## src/sss_pkg.sv

```systemverilog
// sss_pkg: shared constants and carrier types of the safety state sequencer
// assumes a single 250 MHz clock feeding every timer
package sss_pkg;
  localparam int unsigned CLK_HZ = 250_000_000;
  // timing figures in their own units
  localparam int unsigned DEEP_TMO_S = 8;
  localparam int unsigned INIT_WIN_MS = 256;
  localparam int unsigned RST_LONG_MS = 10;
  localparam int unsigned RST_SHORT_US = 1000;
  // derived cycle counts
  localparam longint unsigned DEEP_TMO_CYC = longint'(DEEP_TMO_S) * CLK_HZ;
  localparam longint unsigned INIT_WIN_CYC = longint'(INIT_WIN_MS) * (CLK_HZ / 1000);
  localparam longint unsigned RST_LONG_CYC = longint'(RST_LONG_MS) * (CLK_HZ / 1000);
  localparam longint unsigned RST_SHORT_CYC = longint'(RST_SHORT_US) * (CLK_HZ / 1000000);
  // reset error counter levels
  localparam logic [2:0] CNT_INTER_LO = 3'h1;
  localparam logic [2:0] CNT_INTER_HI = 3'h3;
  localparam logic [2:0] CNT_FINAL_LO = 3'h2;
  localparam logic [2:0] CNT_FINAL_HI = 3'h6;
  // reset values of the init-locked configuration
  localparam logic CFG_RST_LONG_RST = 1'b1;
  localparam logic CFG_INTER_ONE_RST = 1'b0;
  localparam logic CFG_TMR_DIS_RST = 1'b0;

  typedef enum {
    SSS_LOGIC_TEST, SSS_LEVEL_SEL, SSS_ANALOG_TEST, SSS_RELEASE,
    SSS_INIT, SSS_NORMAL, SSS_RST_DELAY, SSS_DEEP, SSS_DEEP_OFF
  } sss_state_t;

  // configuration written only during the init phase
  typedef struct packed {
    logic rst_long;   // 1: 10 ms reset low, 0: 1 ms except the first delay after reset or wake
    logic inter_one;  // 1: intermediate level 1 (final 2), 0: level 3 (final 6)
    logic tmr_dis;    // disables the long reset-low timer
  } sss_cfg_t;

  // supervisor results
  typedef struct packed {
    logic [1:0] uv;   // analog, auxiliary rail undervoltage
    logic [1:0] ov;
  } sss_sup_t;
endpackage

```

## src/sss_top.sv

```systemverilog
// sss_top: fail-safe sequencing of self tests, reset, init window, watchdog and deep fail-safe
// assumes self-test, supervisor and watchdog-check results arrive as same-clock levels/pulses;
// the key input is a pin and is synchronised here
// Function
// - logic test fault holds reset, deep after 8s
// - logic test runs at start and wake
// - level selection sets supervision thresholds
// - analog test checks detectors and outputs
// - both tests passed releases reset
// - init phase only after tests, no faults
// - init window lasts at most 256 ms
// - init-only configuration locks after init
// - first good refresh enters normal running
// - window period changeable in init, normal
// - leave normal on errors, ext reset, faults
// - reset low delay, release if fault-free
// - reset duration config writable in init only
// - deep on final count or 8s low
// - deep rails off, key cycles low-power
// - final counter value selectable 2 or 6
// - power-up timer from level select to release
// - init phase may disable 8s timer
// - normal: timer restarts per reset assertion
// - report supervisor results, act on faults
// - two active-low outputs, four graded sub-states
// - each reset increments error counter by one
// - intermediate level 1 or 3 asserts failsafe
// - reset low 1 ms or 10 ms, long after wake
`timescale 1ns/100ps
module sss_top #(
  parameter longint unsigned DEEP_TMO_CYC = sss_pkg::DEEP_TMO_CYC,
  parameter longint unsigned INIT_WIN_CYC = sss_pkg::INIT_WIN_CYC,
  parameter longint unsigned RST_LONG_CYC = sss_pkg::RST_LONG_CYC,
  parameter longint unsigned RST_SHORT_CYC = sss_pkg::RST_SHORT_CYC,
  parameter int unsigned WIN_W = 4
) (
  input wire logic i_clk,
  input wire logic i_reset_n,
  input wire logic i_wake,                   // wake event from low-power-off
  input wire logic i_logic_test_done,
  input wire logic i_logic_test_fail,
  input wire logic [1:0] i_level_sel,        // detected rail level selection
  input wire logic i_level_sel_done,
  input wire logic i_analog_test_done,
  input wire logic i_analog_test_fail,
  input wire sss_pkg::sss_sup_t i_sup,
  input wire logic i_ext_reset_req,
  input wire logic i_wd_good,                // one-cycle pulse, correct refresh
  input wire logic i_wd_bad_limit,           // consecutive bad refreshes reached limit
  input wire logic i_cfg_we,
  input wire sss_pkg::sss_cfg_t i_cfg,
  input wire logic i_win_we,
  input wire logic [WIN_W-1:0] i_win_sel,
  input wire logic i_key,                    // key pin, asynchronous
  output logic o_mcu_reset_out_n,
  output logic o_failsafe_out_n,
  output logic o_rails_on,
  output logic o_low_power_off,
  output logic o_safety_init_phase,
  output logic o_wd_running,
  output logic [1:0] o_thr_sel,
  output sss_pkg::sss_sup_t o_sup_report,
  output sss_pkg::sss_cfg_t o_cfg,
  output logic [WIN_W-1:0] o_win_sel,
  output logic [2:0] o_rst_err_cnt,
  output logic o_deep
);
  localparam int TW = 32;
  localparam logic [TW-1:0] DEEP_T = TW'(DEEP_TMO_CYC);
  localparam logic [TW-1:0] INIT_T = TW'(INIT_WIN_CYC);
  localparam logic [TW-1:0] LONG_T = TW'(RST_LONG_CYC);
  localparam logic [TW-1:0] SHORT_T = TW'(RST_SHORT_CYC);

  if (DEEP_TMO_CYC < 2 || DEEP_TMO_CYC > 64'hffff_ffff || INIT_WIN_CYC < 2 ||
      INIT_WIN_CYC > 64'hffff_ffff || RST_SHORT_CYC < 1 || RST_LONG_CYC < RST_SHORT_CYC ||
      RST_LONG_CYC > 64'hffff_ffff || WIN_W < 1) begin : g_bad_params
    $error("sss_top: unusable timing parameters");
  end

  // reset release through two flip-flops
  logic rst_a_r, rst_b_r, rst_n;
  always_ff @(posedge i_clk or negedge i_reset_n) begin
    if (!i_reset_n) begin
      rst_a_r <= 1'b0;
      rst_b_r <= 1'b0;
    end else begin
      rst_a_r <= 1'b1;
      rst_b_r <= rst_a_r;
    end
  end
  assign rst_n = rst_b_r;

  // key synchroniser: updates once second and third stage agree
  logic [2:0] key_sync_r;
  logic key_r, key_nxt;
  always_comb begin
    key_nxt = key_r;
    if (key_sync_r[1] == key_sync_r[2]) key_nxt = key_sync_r[2];
  end
  always_ff @(posedge i_clk or negedge rst_n) begin
    if (!rst_n) begin
      // idles at key on, so no false key-off after reset
      key_sync_r <= 3'h7;
      key_r <= 1'b1;
    end else begin
      key_sync_r <= {key_sync_r[1:0], i_key};
      key_r <= key_nxt;
    end
  end

  function automatic logic [2:0] final_lvl(input logic inter_one);
    final_lvl = inter_one ? sss_pkg::CNT_FINAL_LO : sss_pkg::CNT_FINAL_HI;
  endfunction
  function automatic logic [2:0] inter_lvl(input logic inter_one);
    inter_lvl = inter_one ? sss_pkg::CNT_INTER_LO : sss_pkg::CNT_INTER_HI;
  endfunction

  sss_pkg::sss_state_t st_r, st_nxt;
  sss_pkg::sss_cfg_t cfg_r, cfg_nxt;
  logic [WIN_W-1:0] win_r, win_nxt;
  logic [1:0] thr_r, thr_nxt;
  logic [TW-1:0] tmr_r, tmr_nxt;        // init window / reset delay
  logic [TW-1:0] low_r, low_nxt;        // long reset-low timer
  logic low_on_r, low_on_nxt;
  logic [2:0] cnt_r, cnt_nxt;
  logic long_rst_r, long_rst_nxt;       // next delay uses the long value
  logic rst_out_r, rst_out_nxt;
  logic fs_out_r, fs_out_nxt;
  logic fault;

  assign fault = |i_sup.uv | |i_sup.ov;

  always_comb begin
    st_nxt = st_r;
    cfg_nxt = cfg_r;
    win_nxt = win_r;
    thr_nxt = thr_r;
    tmr_nxt = tmr_r;
    low_nxt = low_r;
    low_on_nxt = low_on_r;
    cnt_nxt = cnt_r;
    long_rst_nxt = long_rst_r;
    rst_out_nxt = rst_out_r;
    fs_out_nxt = fs_out_r;
    if (low_on_r) low_nxt = low_r + TW'(1);
    if (i_win_we && (st_r == sss_pkg::SSS_INIT || st_r == sss_pkg::SSS_NORMAL))
      win_nxt = i_win_sel;
    unique case (st_r)
      sss_pkg::SSS_LOGIC_TEST: begin
        if (i_logic_test_fail) begin
          low_on_nxt = 1'b1;
        end else if (i_logic_test_done) begin
          st_nxt = sss_pkg::SSS_LEVEL_SEL;
          low_on_nxt = 1'b1;
          low_nxt = '0;
        end
      end
      sss_pkg::SSS_LEVEL_SEL: if (i_level_sel_done) begin
        thr_nxt = i_level_sel;
        st_nxt = sss_pkg::SSS_ANALOG_TEST;
      end
      sss_pkg::SSS_ANALOG_TEST: if (i_analog_test_done && !i_analog_test_fail) begin
        st_nxt = sss_pkg::SSS_RELEASE;
      end
      sss_pkg::SSS_RELEASE: if (!fault && !i_ext_reset_req) begin
        rst_out_nxt = 1'b1;
        fs_out_nxt = 1'b1;
        low_on_nxt = 1'b0;
        st_nxt = sss_pkg::SSS_INIT;
        tmr_nxt = '0;
      end
      sss_pkg::SSS_INIT: begin
        tmr_nxt = tmr_r + TW'(1);
        if (i_cfg_we) cfg_nxt = i_cfg;
        if (i_wd_good) begin
          st_nxt = sss_pkg::SSS_NORMAL;
        end else if (fault || i_ext_reset_req || tmr_r >= INIT_T - TW'(1)) begin
          st_nxt = sss_pkg::SSS_RST_DELAY;
        end
      end
      sss_pkg::SSS_NORMAL: if (fault || i_ext_reset_req || i_wd_bad_limit) begin
        st_nxt = sss_pkg::SSS_RST_DELAY;
      end
      sss_pkg::SSS_RST_DELAY: begin
        tmr_nxt = tmr_r + TW'(1);
        if ((long_rst_r || cfg_r.rst_long) ? tmr_r >= LONG_T - TW'(1)
                                           : tmr_r >= SHORT_T - TW'(1)) begin
          if (!fault && !i_ext_reset_req) begin
            rst_out_nxt = 1'b1;
            low_on_nxt = 1'b0;
            long_rst_nxt = 1'b0;
            st_nxt = sss_pkg::SSS_INIT;
            tmr_nxt = '0;
          end
        end
      end
      sss_pkg::SSS_DEEP: if (!key_r) begin
        st_nxt = sss_pkg::SSS_DEEP_OFF;
      end
      sss_pkg::SSS_DEEP_OFF: if (key_r || i_wake) begin
        st_nxt = sss_pkg::SSS_LOGIC_TEST;
        cfg_nxt = {sss_pkg::CFG_RST_LONG_RST, sss_pkg::CFG_INTER_ONE_RST, sss_pkg::CFG_TMR_DIS_RST};
        cnt_nxt = '0;
        long_rst_nxt = 1'b1;
        low_on_nxt = 1'b0;
        low_nxt = '0;
        fs_out_nxt = 1'b0;
      end
    endcase
    // entry into reset: count, restart timer, grade failsafe
    if (st_nxt == sss_pkg::SSS_RST_DELAY && st_r != sss_pkg::SSS_RST_DELAY) begin
      rst_out_nxt = 1'b0;
      tmr_nxt = '0;
      low_nxt = '0;
      low_on_nxt = !cfg_r.tmr_dis;
      if (cnt_r != 3'h7) cnt_nxt = cnt_r + 3'h1;
      if (cnt_nxt >= inter_lvl(cfg_r.inter_one)) fs_out_nxt = 1'b0;
    end
    // deep fail-safe entry
    if (st_r != sss_pkg::SSS_DEEP && st_r != sss_pkg::SSS_DEEP_OFF &&
        (cnt_nxt >= final_lvl(cfg_r.inter_one) ||
         (low_on_r && low_r >= DEEP_T - TW'(1)))) begin
      st_nxt = sss_pkg::SSS_DEEP;
      rst_out_nxt = 1'b0;
      fs_out_nxt = 1'b0;
      low_on_nxt = 1'b0;
    end
  end

  always_ff @(posedge i_clk or negedge rst_n) begin
    if (!rst_n) begin
      st_r <= sss_pkg::SSS_LOGIC_TEST;
      cfg_r <= {sss_pkg::CFG_RST_LONG_RST, sss_pkg::CFG_INTER_ONE_RST, sss_pkg::CFG_TMR_DIS_RST};
      win_r <= '0;
      thr_r <= 2'h0;
      tmr_r <= '0;
      low_r <= '0;
      low_on_r <= 1'b0;
      cnt_r <= 3'h0;
      long_rst_r <= 1'b1;
      rst_out_r <= 1'b0;
      fs_out_r <= 1'b0;
    end else begin
      st_r <= st_nxt;
      cfg_r <= cfg_nxt;
      win_r <= win_nxt;
      thr_r <= thr_nxt;
      tmr_r <= tmr_nxt;
      low_r <= low_nxt;
      low_on_r <= low_on_nxt;
      cnt_r <= cnt_nxt;
      long_rst_r <= long_rst_nxt;
      rst_out_r <= rst_out_nxt;
      fs_out_r <= fs_out_nxt;
    end
  end

  // registered outputs
  always_ff @(posedge i_clk or negedge rst_n) begin
    if (!rst_n) begin
      o_mcu_reset_out_n <= 1'b0;
      o_failsafe_out_n <= 1'b0;
      o_rails_on <= 1'b1;
      o_low_power_off <= 1'b0;
      o_safety_init_phase <= 1'b0;
      o_wd_running <= 1'b0;
      o_thr_sel <= 2'h0;
      o_sup_report <= '0;
      o_cfg <= {sss_pkg::CFG_RST_LONG_RST, sss_pkg::CFG_INTER_ONE_RST, sss_pkg::CFG_TMR_DIS_RST};
      o_win_sel <= '0;
      o_rst_err_cnt <= 3'h0;
      o_deep <= 1'b0;
    end else begin
      o_mcu_reset_out_n <= rst_out_nxt;
      o_failsafe_out_n <= fs_out_nxt;
      o_rails_on <= !(st_nxt == sss_pkg::SSS_DEEP || st_nxt == sss_pkg::SSS_DEEP_OFF);
      o_low_power_off <= st_nxt == sss_pkg::SSS_DEEP_OFF;
      o_safety_init_phase <= st_nxt == sss_pkg::SSS_INIT;
      o_wd_running <= st_nxt == sss_pkg::SSS_NORMAL;
      o_thr_sel <= thr_nxt;
      o_sup_report <= i_sup;
      o_cfg <= cfg_nxt;
      o_win_sel <= win_nxt;
      o_rst_err_cnt <= cnt_nxt;
      o_deep <= st_nxt == sss_pkg::SSS_DEEP || st_nxt == sss_pkg::SSS_DEEP_OFF;
    end
  end

  a_cfg_lock: assert property (@(posedge i_clk) disable iff (!rst_n)
    st_r != sss_pkg::SSS_INIT |=> $stable(cfg_r) || $past(st_r) == sss_pkg::SSS_DEEP_OFF)
    else $error("config changed outside init");
  a_init_exit: assert property (@(posedge i_clk) disable iff (!rst_n)
    st_r == sss_pkg::SSS_INIT && i_wd_good && !(cnt_nxt >= final_lvl(cfg_r.inter_one))
    |=> st_r == sss_pkg::SSS_NORMAL)
    else $error("good refresh did not start normal");
  a_init_limit: assert property (@(posedge i_clk) disable iff (!rst_n)
    st_r == sss_pkg::SSS_INIT |-> tmr_r < INIT_T)
    else $error("init window overrun");
  a_rst_enter: assert property (@(posedge i_clk) disable iff (!rst_n)
    st_r == sss_pkg::SSS_NORMAL && i_ext_reset_req |=> !o_mcu_reset_out_n)
    else $error("reset request ignored");
  a_cnt_step: assert property (@(posedge i_clk) disable iff (!rst_n)
    st_r == sss_pkg::SSS_NORMAL ##1 st_r == sss_pkg::SSS_RST_DELAY
    |-> cnt_r == $past(cnt_r) + 3'h1 || $past(cnt_r) == 3'h7)
    else $error("reset count not stepped");
  a_deep_final: assert property (@(posedge i_clk) disable iff (!rst_n)
    cnt_r >= final_lvl(cfg_r.inter_one) |-> o_deep && !o_rails_on)
    else $error("final count without deep");
  a_fs_inter: assert property (@(posedge i_clk) disable iff (!rst_n)
    cnt_r >= inter_lvl(cfg_r.inter_one) && st_r != sss_pkg::SSS_LOGIC_TEST |-> !o_failsafe_out_n)
    else $error("intermediate level without failsafe");
  a_release_ok: assert property (@(posedge i_clk) disable iff (!rst_n)
    $rose(o_mcu_reset_out_n) |-> !$past(fault))
    else $error("reset released under fault");
  a_deep_key: assert property (@(posedge i_clk) disable iff (!rst_n)
    st_r == sss_pkg::SSS_DEEP && !key_r |=> st_r == sss_pkg::SSS_DEEP_OFF)
    else $error("key low did not enter low power");
  c_init_done: cover property (@(posedge i_clk) disable iff (!rst_n)
    st_r == sss_pkg::SSS_INIT ##1 st_r == sss_pkg::SSS_NORMAL);
  c_rst_cycle: cover property (@(posedge i_clk) disable iff (!rst_n)
    st_r == sss_pkg::SSS_RST_DELAY ##1 st_r == sss_pkg::SSS_INIT);
  c_deep: cover property (@(posedge i_clk) disable iff (!rst_n) $rose(o_deep));
  c_wake: cover property (@(posedge i_clk) disable iff (!rst_n)
    st_r == sss_pkg::SSS_DEEP_OFF ##1 st_r == sss_pkg::SSS_LOGIC_TEST);
endmodule // sss_top

```

## config.mk

```make
export PLATFORM = sky130hd
export DESIGN_NAME = sss_top
export DESIGN_NICKNAME = d
export VERILOG_FILES = /design/src/sss_pkg.sv /design/src/sss_top.sv
export SDC_FILE = /design/constraint.sdc
export NUM_CORES = 1
export LEC_CHECK = 0
export CAP_MARGIN = 20
export CORE_MARGIN = 4
export CORE_UTILIZATION = 40
export DETAILED_ROUTE_END_ITERATION = 7
export DONT_BUFFER_PORTS = 1
export PLACE_DENSITY_LB_ADDON = 0.15
export SYNTH_ARGS = -nofsm -noshare
export SYNTH_HDL_FRONTEND = slang
export SYNTH_SLANG_ARGS = --single-unit
```

## constraint.sdc

```tcl
create_clock -name i_clk -period 4.8 [get_ports i_clk]
set_clock_uncertainty 0.05 [all_clocks]
set_input_delay 1.44 -clock i_clk [delete_from_list [all_inputs] [get_ports i_clk]]
set_output_delay 1.44 -clock i_clk [all_outputs]
set_load 0.01 [all_outputs]
```

-- Word-level counts from Yosys, hierarchy flattened
Cells that the tools add are included.
- register bits: 127
- output and inout port bits: 23
- logic and storage cells: 154
- input bits: 27
- $add $sub $neg: 3
- equality and inequality tests: 28
- reductions and logical operators: 34
- bitwise logic cells: 1
- order comparisons: 6
- muxes and demuxes: 58
- operator list (cell ; count):
    $mux 32 ; 21
    $pmux 32 s9 ; 1
    $eq 32x4->1 const B ; 7
    $eq 32x3->1 const B ; 4
    $pmux 32 s3 ; 1
    $add 32x1->32 const B ; 2
    $eq 32x2->1 const B ; 2
    $ne 32x4->1 const B ; 2
    $pmux 32 s2 ; 1
    $eq 32x1->1 const B ; 1
    $eq 32x5->1 const B ; 1
    $ge 32x18->1 const B ; 1
    $ge 32x22->1 const B ; 1
    $ge 32x26->1 const B ; 1
    $ge 32x31->1 const B ; 1
    $logic_not 32->1 ; 1
    $ne 32x5->1 const B ; 1
    $mux 3 ; 8
    $mux 1 ; 20
    $logic_or 1x1->1 ; 8
    $ne 2x2->1 const B ; 4
    $ne 4x4->1 const B ; 2
    $reduce_and 4->1 ; 2
    $reduce_bool 4->1 ; 2
    18 further kinds ; 35

-- Logic depth before layout (Yosys ltp)
- word-level depth: 18
- depth in mapped cells: 19
- depth with buffers taken out: 16

-- Least setup slack after synthesis
OpenSTA, ideal clock, no wires.
- path type: in2reg
- start: input i_sup[3] (netlist name)
- end: register low_on_r
- library setup time: 0.078 ns
- required time: 4.672 ns
- path slack: -0.384 ns
- arrival time: 5.056 ns
- stages: 17
- buffers on the path: 2
- path through: or3_1 nor3_1 o21ai_0 a2111oi_4 o221ai_2 a211o_4 buf_2 nor2_1 mux2i_1 ha_1 a221oi_1 or2_2 o31a_1 o31ai_4 buf_2 o31ai_1 o2bb2ai_1
- longest elaborated chain between the ends: 15
- elaborated cells between the ends (all ways): 29
- those cells by class: order compare (1); eq/ne (4); mux (12); bitwise (1); reduce/logical (11)
- RTL lines (item ; line ; RTL):
    from (decl) ; sss_top.sv:46 ; input wire sss_pkg::sss_sup_t i_sup,
    $reduce_or 2->1 (*) ; sss_top.sv:131 ; assign fault = |i_sup.uv | |i_sup.ov;
    $or 1x1->1 (*) ; sss_top.sv:131 ;
    $logic_not 1->1 / $logic_or 1x1->1 (equally long branches) ; -- ;
    $logic_and 1x1->1 / $logic_or 1x1->1 (equally long branches) ; sss_top.sv:165, sss_top.sv:188, sss_top.sv:177 ;
    $mux 32 (on tied branches) ; sss_top.sv:165, sss_top.sv:188, sss_top.sv:177 ;
    $mux 32 (on tied branches) ; sss_top.sv:186, sss_top.sv:175 ;
    $pmux 32 s9 (*) ; sss_top.sv:148 ; unique case (st_r)
    $eq 32x4->1 (*) ; sss_top.sv:211 ; if (st_nxt == sss_pkg::SSS_RST_DELAY && st_r != sss_pkg::SSS_RST_DELAY) begin
    $logic_and 1x1->1 (*) ; sss_top.sv:211 ;
    $mux 3 (*) ; sss_top.sv:211 ;
    via cnt_nxt[2] ; sss_top.sv:125 ; logic [2:0] cnt_r, cnt_nxt;
    $ge 3x3->1 (*) ; sss_top.sv:221 ; (cnt_nxt >= final_lvl(cfg_r.inter_one) ||
    $logic_or 1x1->1 (*) ; sss_top.sv:221 ;
    $logic_and 1x1->1 (*) ; sss_top.sv:220 ; if (st_r != sss_pkg::SSS_DEEP && st_r != sss_pkg::SSS_DEEP_OFF &&
    $ne 5x5->1 (no source line), or another cell as far along ; -- ;
    $reduce_and 4->1 (no source line) ; -- ;
    to (signal assigned) ; sss_top.sv:250 ; low_on_r <= low_on_nxt;
    to (decl) ; sss_top.sv:124 ; logic low_on_r, low_on_nxt;
The timed path passes the listed nets; every way through them passes the cells marked *. The select of a mux whose other input is x is not followed.
A chain may end at the register's enable or synchronous reset.

-- Worst setup path after layout
- start: input i_sup[3] (netlist name)
- end: register o_safety_init_phase
- longest elaborated chain between the ends: 15
- elaborated cells between the ends (all ways): 21
- those cells by class: order compare (1); eq/ne (2); mux (8); bitwise (1); reduce/logical (9)
- RTL lines (item ; line ; RTL):
    $reduce_or 2->1 (*) ; sss_top.sv:131 ;
    $or 1x1->1 (*) ; sss_top.sv:131 ;
    $logic_not 1->1 / $logic_or 1x1->1 (equally long branches) ; -- ;
    $logic_and 1x1->1 / $logic_or 1x1->1 (equally long branches) ; sss_top.sv:165, sss_top.sv:188, sss_top.sv:177 ;
    $mux 32 (on tied branches) ; sss_top.sv:165, sss_top.sv:188, sss_top.sv:177 ;
    $mux 32 (on tied branches) ; sss_top.sv:186, sss_top.sv:175 ;
    $pmux 32 s9 (*) ; sss_top.sv:148 ;
    $eq 32x4->1 (*) ; sss_top.sv:211 ;
    $logic_and 1x1->1 (*) ; sss_top.sv:211 ;
    $mux 3 (*) ; sss_top.sv:211 ;
    via cnt_nxt[2] ; sss_top.sv:125 ;
    $ge 3x3->1 (*) ; sss_top.sv:221 ;
    $logic_or 1x1->1 (*) ; sss_top.sv:221 ;
    $logic_and 1x1->1 (*) ; sss_top.sv:220 ;
    $mux 32 (*) ; sss_top.sv:220 ;
    via st_nxt[1] ; sss_top.sv:118 ; sss_pkg::sss_state_t st_r, st_nxt;
    $eq 32x4->1 (*) ; sss_top.sv:278 ; o_safety_init_phase <= st_nxt == sss_pkg::SSS_INIT;
    to (signal assigned) ; sss_top.sv:278 ;
    to (decl) ; sss_top.sv:59 ; output logic o_safety_init_phase,
The timed path passes the listed nets; every way through them passes the cells marked *.

==> results by group <==
Outcome
  • Outcome: finished, final reports clean

Placement
  • Placed Cells: 900
  • HPWL after DPL: 11700 um
  • IO Port Bufs: 0
  • Dpl cell area: 7090 um2
  • Gpl congestion: 0.901

Synthesis
  • Ranking of synthesized cells by area: dfrtp_1 45%, nor2_1 4.6%, xor2_1 3.3%
  • FFs w/ async S/R, synth: 100%
  • Synth top area share: 44.7%
  • Mapped Cells: roughly 700
  • #FFs+latches synth: 127
  • Synth warn: 0
  • Synth Net Count: ~720
  • Syn Area/Cell: 9.86 um2
  • Cell area after synthesis: 6730 um2
  • Number of flops mapped to enable cells by yosys: 0
  • Ys flop type: dfrtp_1
  • Area leader, netlist: dfrtp_1
  • Register area share after synthesis: 47.4%
  • Synth cell types: 73

Critical path
  • Startpoint types: input pin
  • Worst Path Arrival: 4.76 ns
  • Buf/Inv on CP: 2
  • Largest stage delay on the critical path: 0.39 ns
  • Worst Setup SP: i_sup[3]
  • Critical Path Fanout Max: 11
  • Crit-path slowest cell: or3_4
  • FF-to-FF Start: st_r[9]
  • CP most frequent cell: buf_4
  • Worst EP required: between 5 and 6 ns
  • Top delay family on crit path: simple AND/OR/NAND/NOR gates
  • Crit end category: flip-flop
  • CP cell instances: or3_4 -> nor3_4 -> buf_4 -> o2111ai_1 -> or2_2 -> o221ai_2 -> a211o_4 -> nor2_2 -> mux2i_1 -> ha_1 -> a221oi_2 -> or2_4 -> o31a_1 -> o31ai_4 -> buf_4 -> nand2b_1 -> nor3b_1
  • Crit Path Class: in2reg

Floorplanning
  • Core outline area: 16500 um2
  • Die width: about 140 um
  • Cell Rows: 47
  • Die height: 138 um
  • Initial core utilization: around two fifths
  • Die area: 19000 um2
  • Boundary Pins: 50

Route
  • Final antenna-violating net count: 0
  • Wirelength per Cell: between 15 and 20 um
  • Iter 0 DRT Violations: 425
  • Drt total wl: around 17000 um
  • Router iterations before antenna repair: 5
  • Residual DRC: 0
  • DR vias/cell: 5.54
  • Via count: 5171

STA
  • Setup TNS: 0 ns
  • Max Clk Rate: between 0.2 and 0.25 GHz
  • Min Tclk post-route: approximately 4.5 ns
  • Final Setup Violations: 0
  • Fin. max-slew vios: 0
  • Hold WS: roughly 0.30 ns
  • Final period util: approximately 93%
  • RSZ-0062 raised after global routing: no
  • Hold Vio Cnt, Final: 0
  • Actual slew at the worst max-slew pin: about 0.96 ns
  • Worst slew margin: 36.2%

Hold path
  • Hold path startpoint: rst_a_r
  • Hold Crit Class: reg2reg

Cells and area
  • Commonest non-fill, non-tap cell in the layout: dfrtp_1
  • FILL cells: 1559
  • Post-Layout Inst Area: 7750 um2
  • Most frequent cells in the layout: 119 x dfrtp_1, 81 x nor2_1, 44 x nand2_1
  • Footprint of the multi-input gates: 3360 um2
  • Nets: 732
  • Sequential cell area: 3190 um2
  • Final Util: 46.9%
  • Layout cell share with drive strength beyond 1: between 15 and 20%
  • Final std cells w/o fill: 933
  • Area grow syn2layout: 15.2%

CTS
  • TritonCTS clock tree: yes
  • Clk_lat worst skew: 0.42 ns
  • Max clock buf depth: 2
  • Root Buffer: clkbuf_16
  • Clock sinks: 127
  • H-tree depth: 4
  • Post-CTS setup buffers: 0
  • CTS resizes: 0
  • Post-CTS Hold Fix Bufs: 0
  • TritonCTS buffer count: 17
  • Clock transition at path regs: 0.05 ns

Global routing
  • Largest net degree at the start of global routing: 75
  • Gr ovfl total: 0
  • GRT Util Overall: 18.7%
  • Initial antenna violation count: 1
  • First-pass GRT wire length: about 27000 um
  • Via count of the first global-routing pass: between 5000 and 6000

Power
  • Reg power frac: 28.1%
  • Psw: roughly 2.1 mW
  • Clock power share: 28.4%
  • Combinational power share: 43.5%
  • Leak pwr: 3.35 nW
  • Power density over the cells: 646 nW/um2
  • Sw Ratio: 41.2%
  • Internal power: 2.94 mW
  • VDD IR max: 0.389 mV

Flow run
  • Max capacitance violation total: 0
## final timing paths
| kind | end | slack [ns] | depth (start not counted) |
|---|---|---|---|
| hold / removal | rst_b_r | 0.30 | 0 |
| min in group asynchronous | tmr_r[27] | 0.43 | 0 |
| setup / recovery | o_safety_init_phase | 0.32 | 17 |
| hold reg to reg | rst_b_r | 0.30 | 0 |
| max in group asynchronous | low_r[20] | 3.01 | 1 |
| setup reg to reg | o_safety_init_phase | 0.34 | 16 |
## per-stage QoR
stage          worst slack [ns]  power (mW)
5_1_grt                  0.0317        5.34
2_1_floorplan           0.00169        3.06
6_report                  0.319        5.00
3_3_place_gp             -0.231        3.56
4_1_cts                  0.0505        5.04
3_5_place_dp             -0.388        3.59
## power groups by stage
stage / clock network (mW) / registers [mW] / logic, mW
after floorplan: 0 / 1.36 / 1.70
after CTS: 1.46 / 1.41 / 2.17
final: 1.42 / 1.40 / 2.18
after detailed placement: 0 / 1.42 / 2.17
after global routing: 1.50 / 1.43 / 2.40
after global placement: 0 / 1.42 / 2.13
## cell type report
cell class / count / area share (%)
Tap cell: 220 / 3.55
Inverter: 19 / 0.920
Clock inverter: 14 / 2.75
Multi-Input combinational cell: 508 / 43.4
Clock buffer: 18 / 5.67
Sequential cell: 127 / 41.2
Antenna cell: 1 / 0.0323
Timing Repair Buffer: 26 / 2.52
## logic make-up (layout without fill, tap and decap cells)
group	count (synthesis)	count (layout)	share of synthesized area, %
AO/OA/AOI/OAI	114	114	13.9
flip-flops	127	127	47.4
multiplexers	14	14	2.21
buffers and inverters	47	77	3.22
other	1	2	0.0558
AND/OR/NAND/NOR	324	324	25.7
XOR/XNOR	48	48	6.25
adder cells (fa/ha/maj)	7	7	1.27
## worst register-to-register path, cell delays in order, from the launching register on
cell and delay [ns]:
dfrtp_1 0.39, nor4_2 0.45, nand3_1 0.17, or4_1 0.69
or4_4 0.63, o2111ai_4 0.23, a211o_4 0.15, nor2_2 0.04
mux2i_1 0.14, ha_1 0.21, a221oi_2 0.22, or2_4 0.16
o31a_1 0.16, o31ai_4 0.10, buf_4 0.19, nand2b_1 0.19
nor3b_1 0.21
## flip-flops by register name, indices dropped and copies added (netlist names), 2 cells and up
signal,cells
low_r,32
st_r,32
tmr_r,32
o_sup_report,4
o_win_sel,4
key_sync_r,3
o_cfg,3
o_rst_err_cnt,3
o_thr_sel,2
## synthesized netlist by cell type, types with 7 or more instances
library cell  instances
dfrtp_1             120
nor2_1               82
nand2_1              44
nand3_1              35
and2_1               32
a21oi_1              26
xor2_1               25
nor3_1               23
xnor2_1              23
inv_1                19
nand4_1              17
clkbuf_1             14
nor4_1               13
and3_1               12
o21ai_1              12
or4_1                11
a2111oi_2             9
or3_1                 9
buf_2                 8
nor2b_1               8
o21ai_0               8
and4_1                7
dfstp_2               7
mux2_2                7
mux2i_1               7
nand2b_1              7
## per-layer routing
layer  track usage [%]  vias to the layer above  share of wire, %
li1                  -                     2509                 -
met4              6.49                        0               1.4
met3              6.03                       19               5.6
met1              24.6                     2538                46
met2              29.1                      105                47
met5                 0                        -                 0
Note: power is estimated with default switching activity, not from simulation.
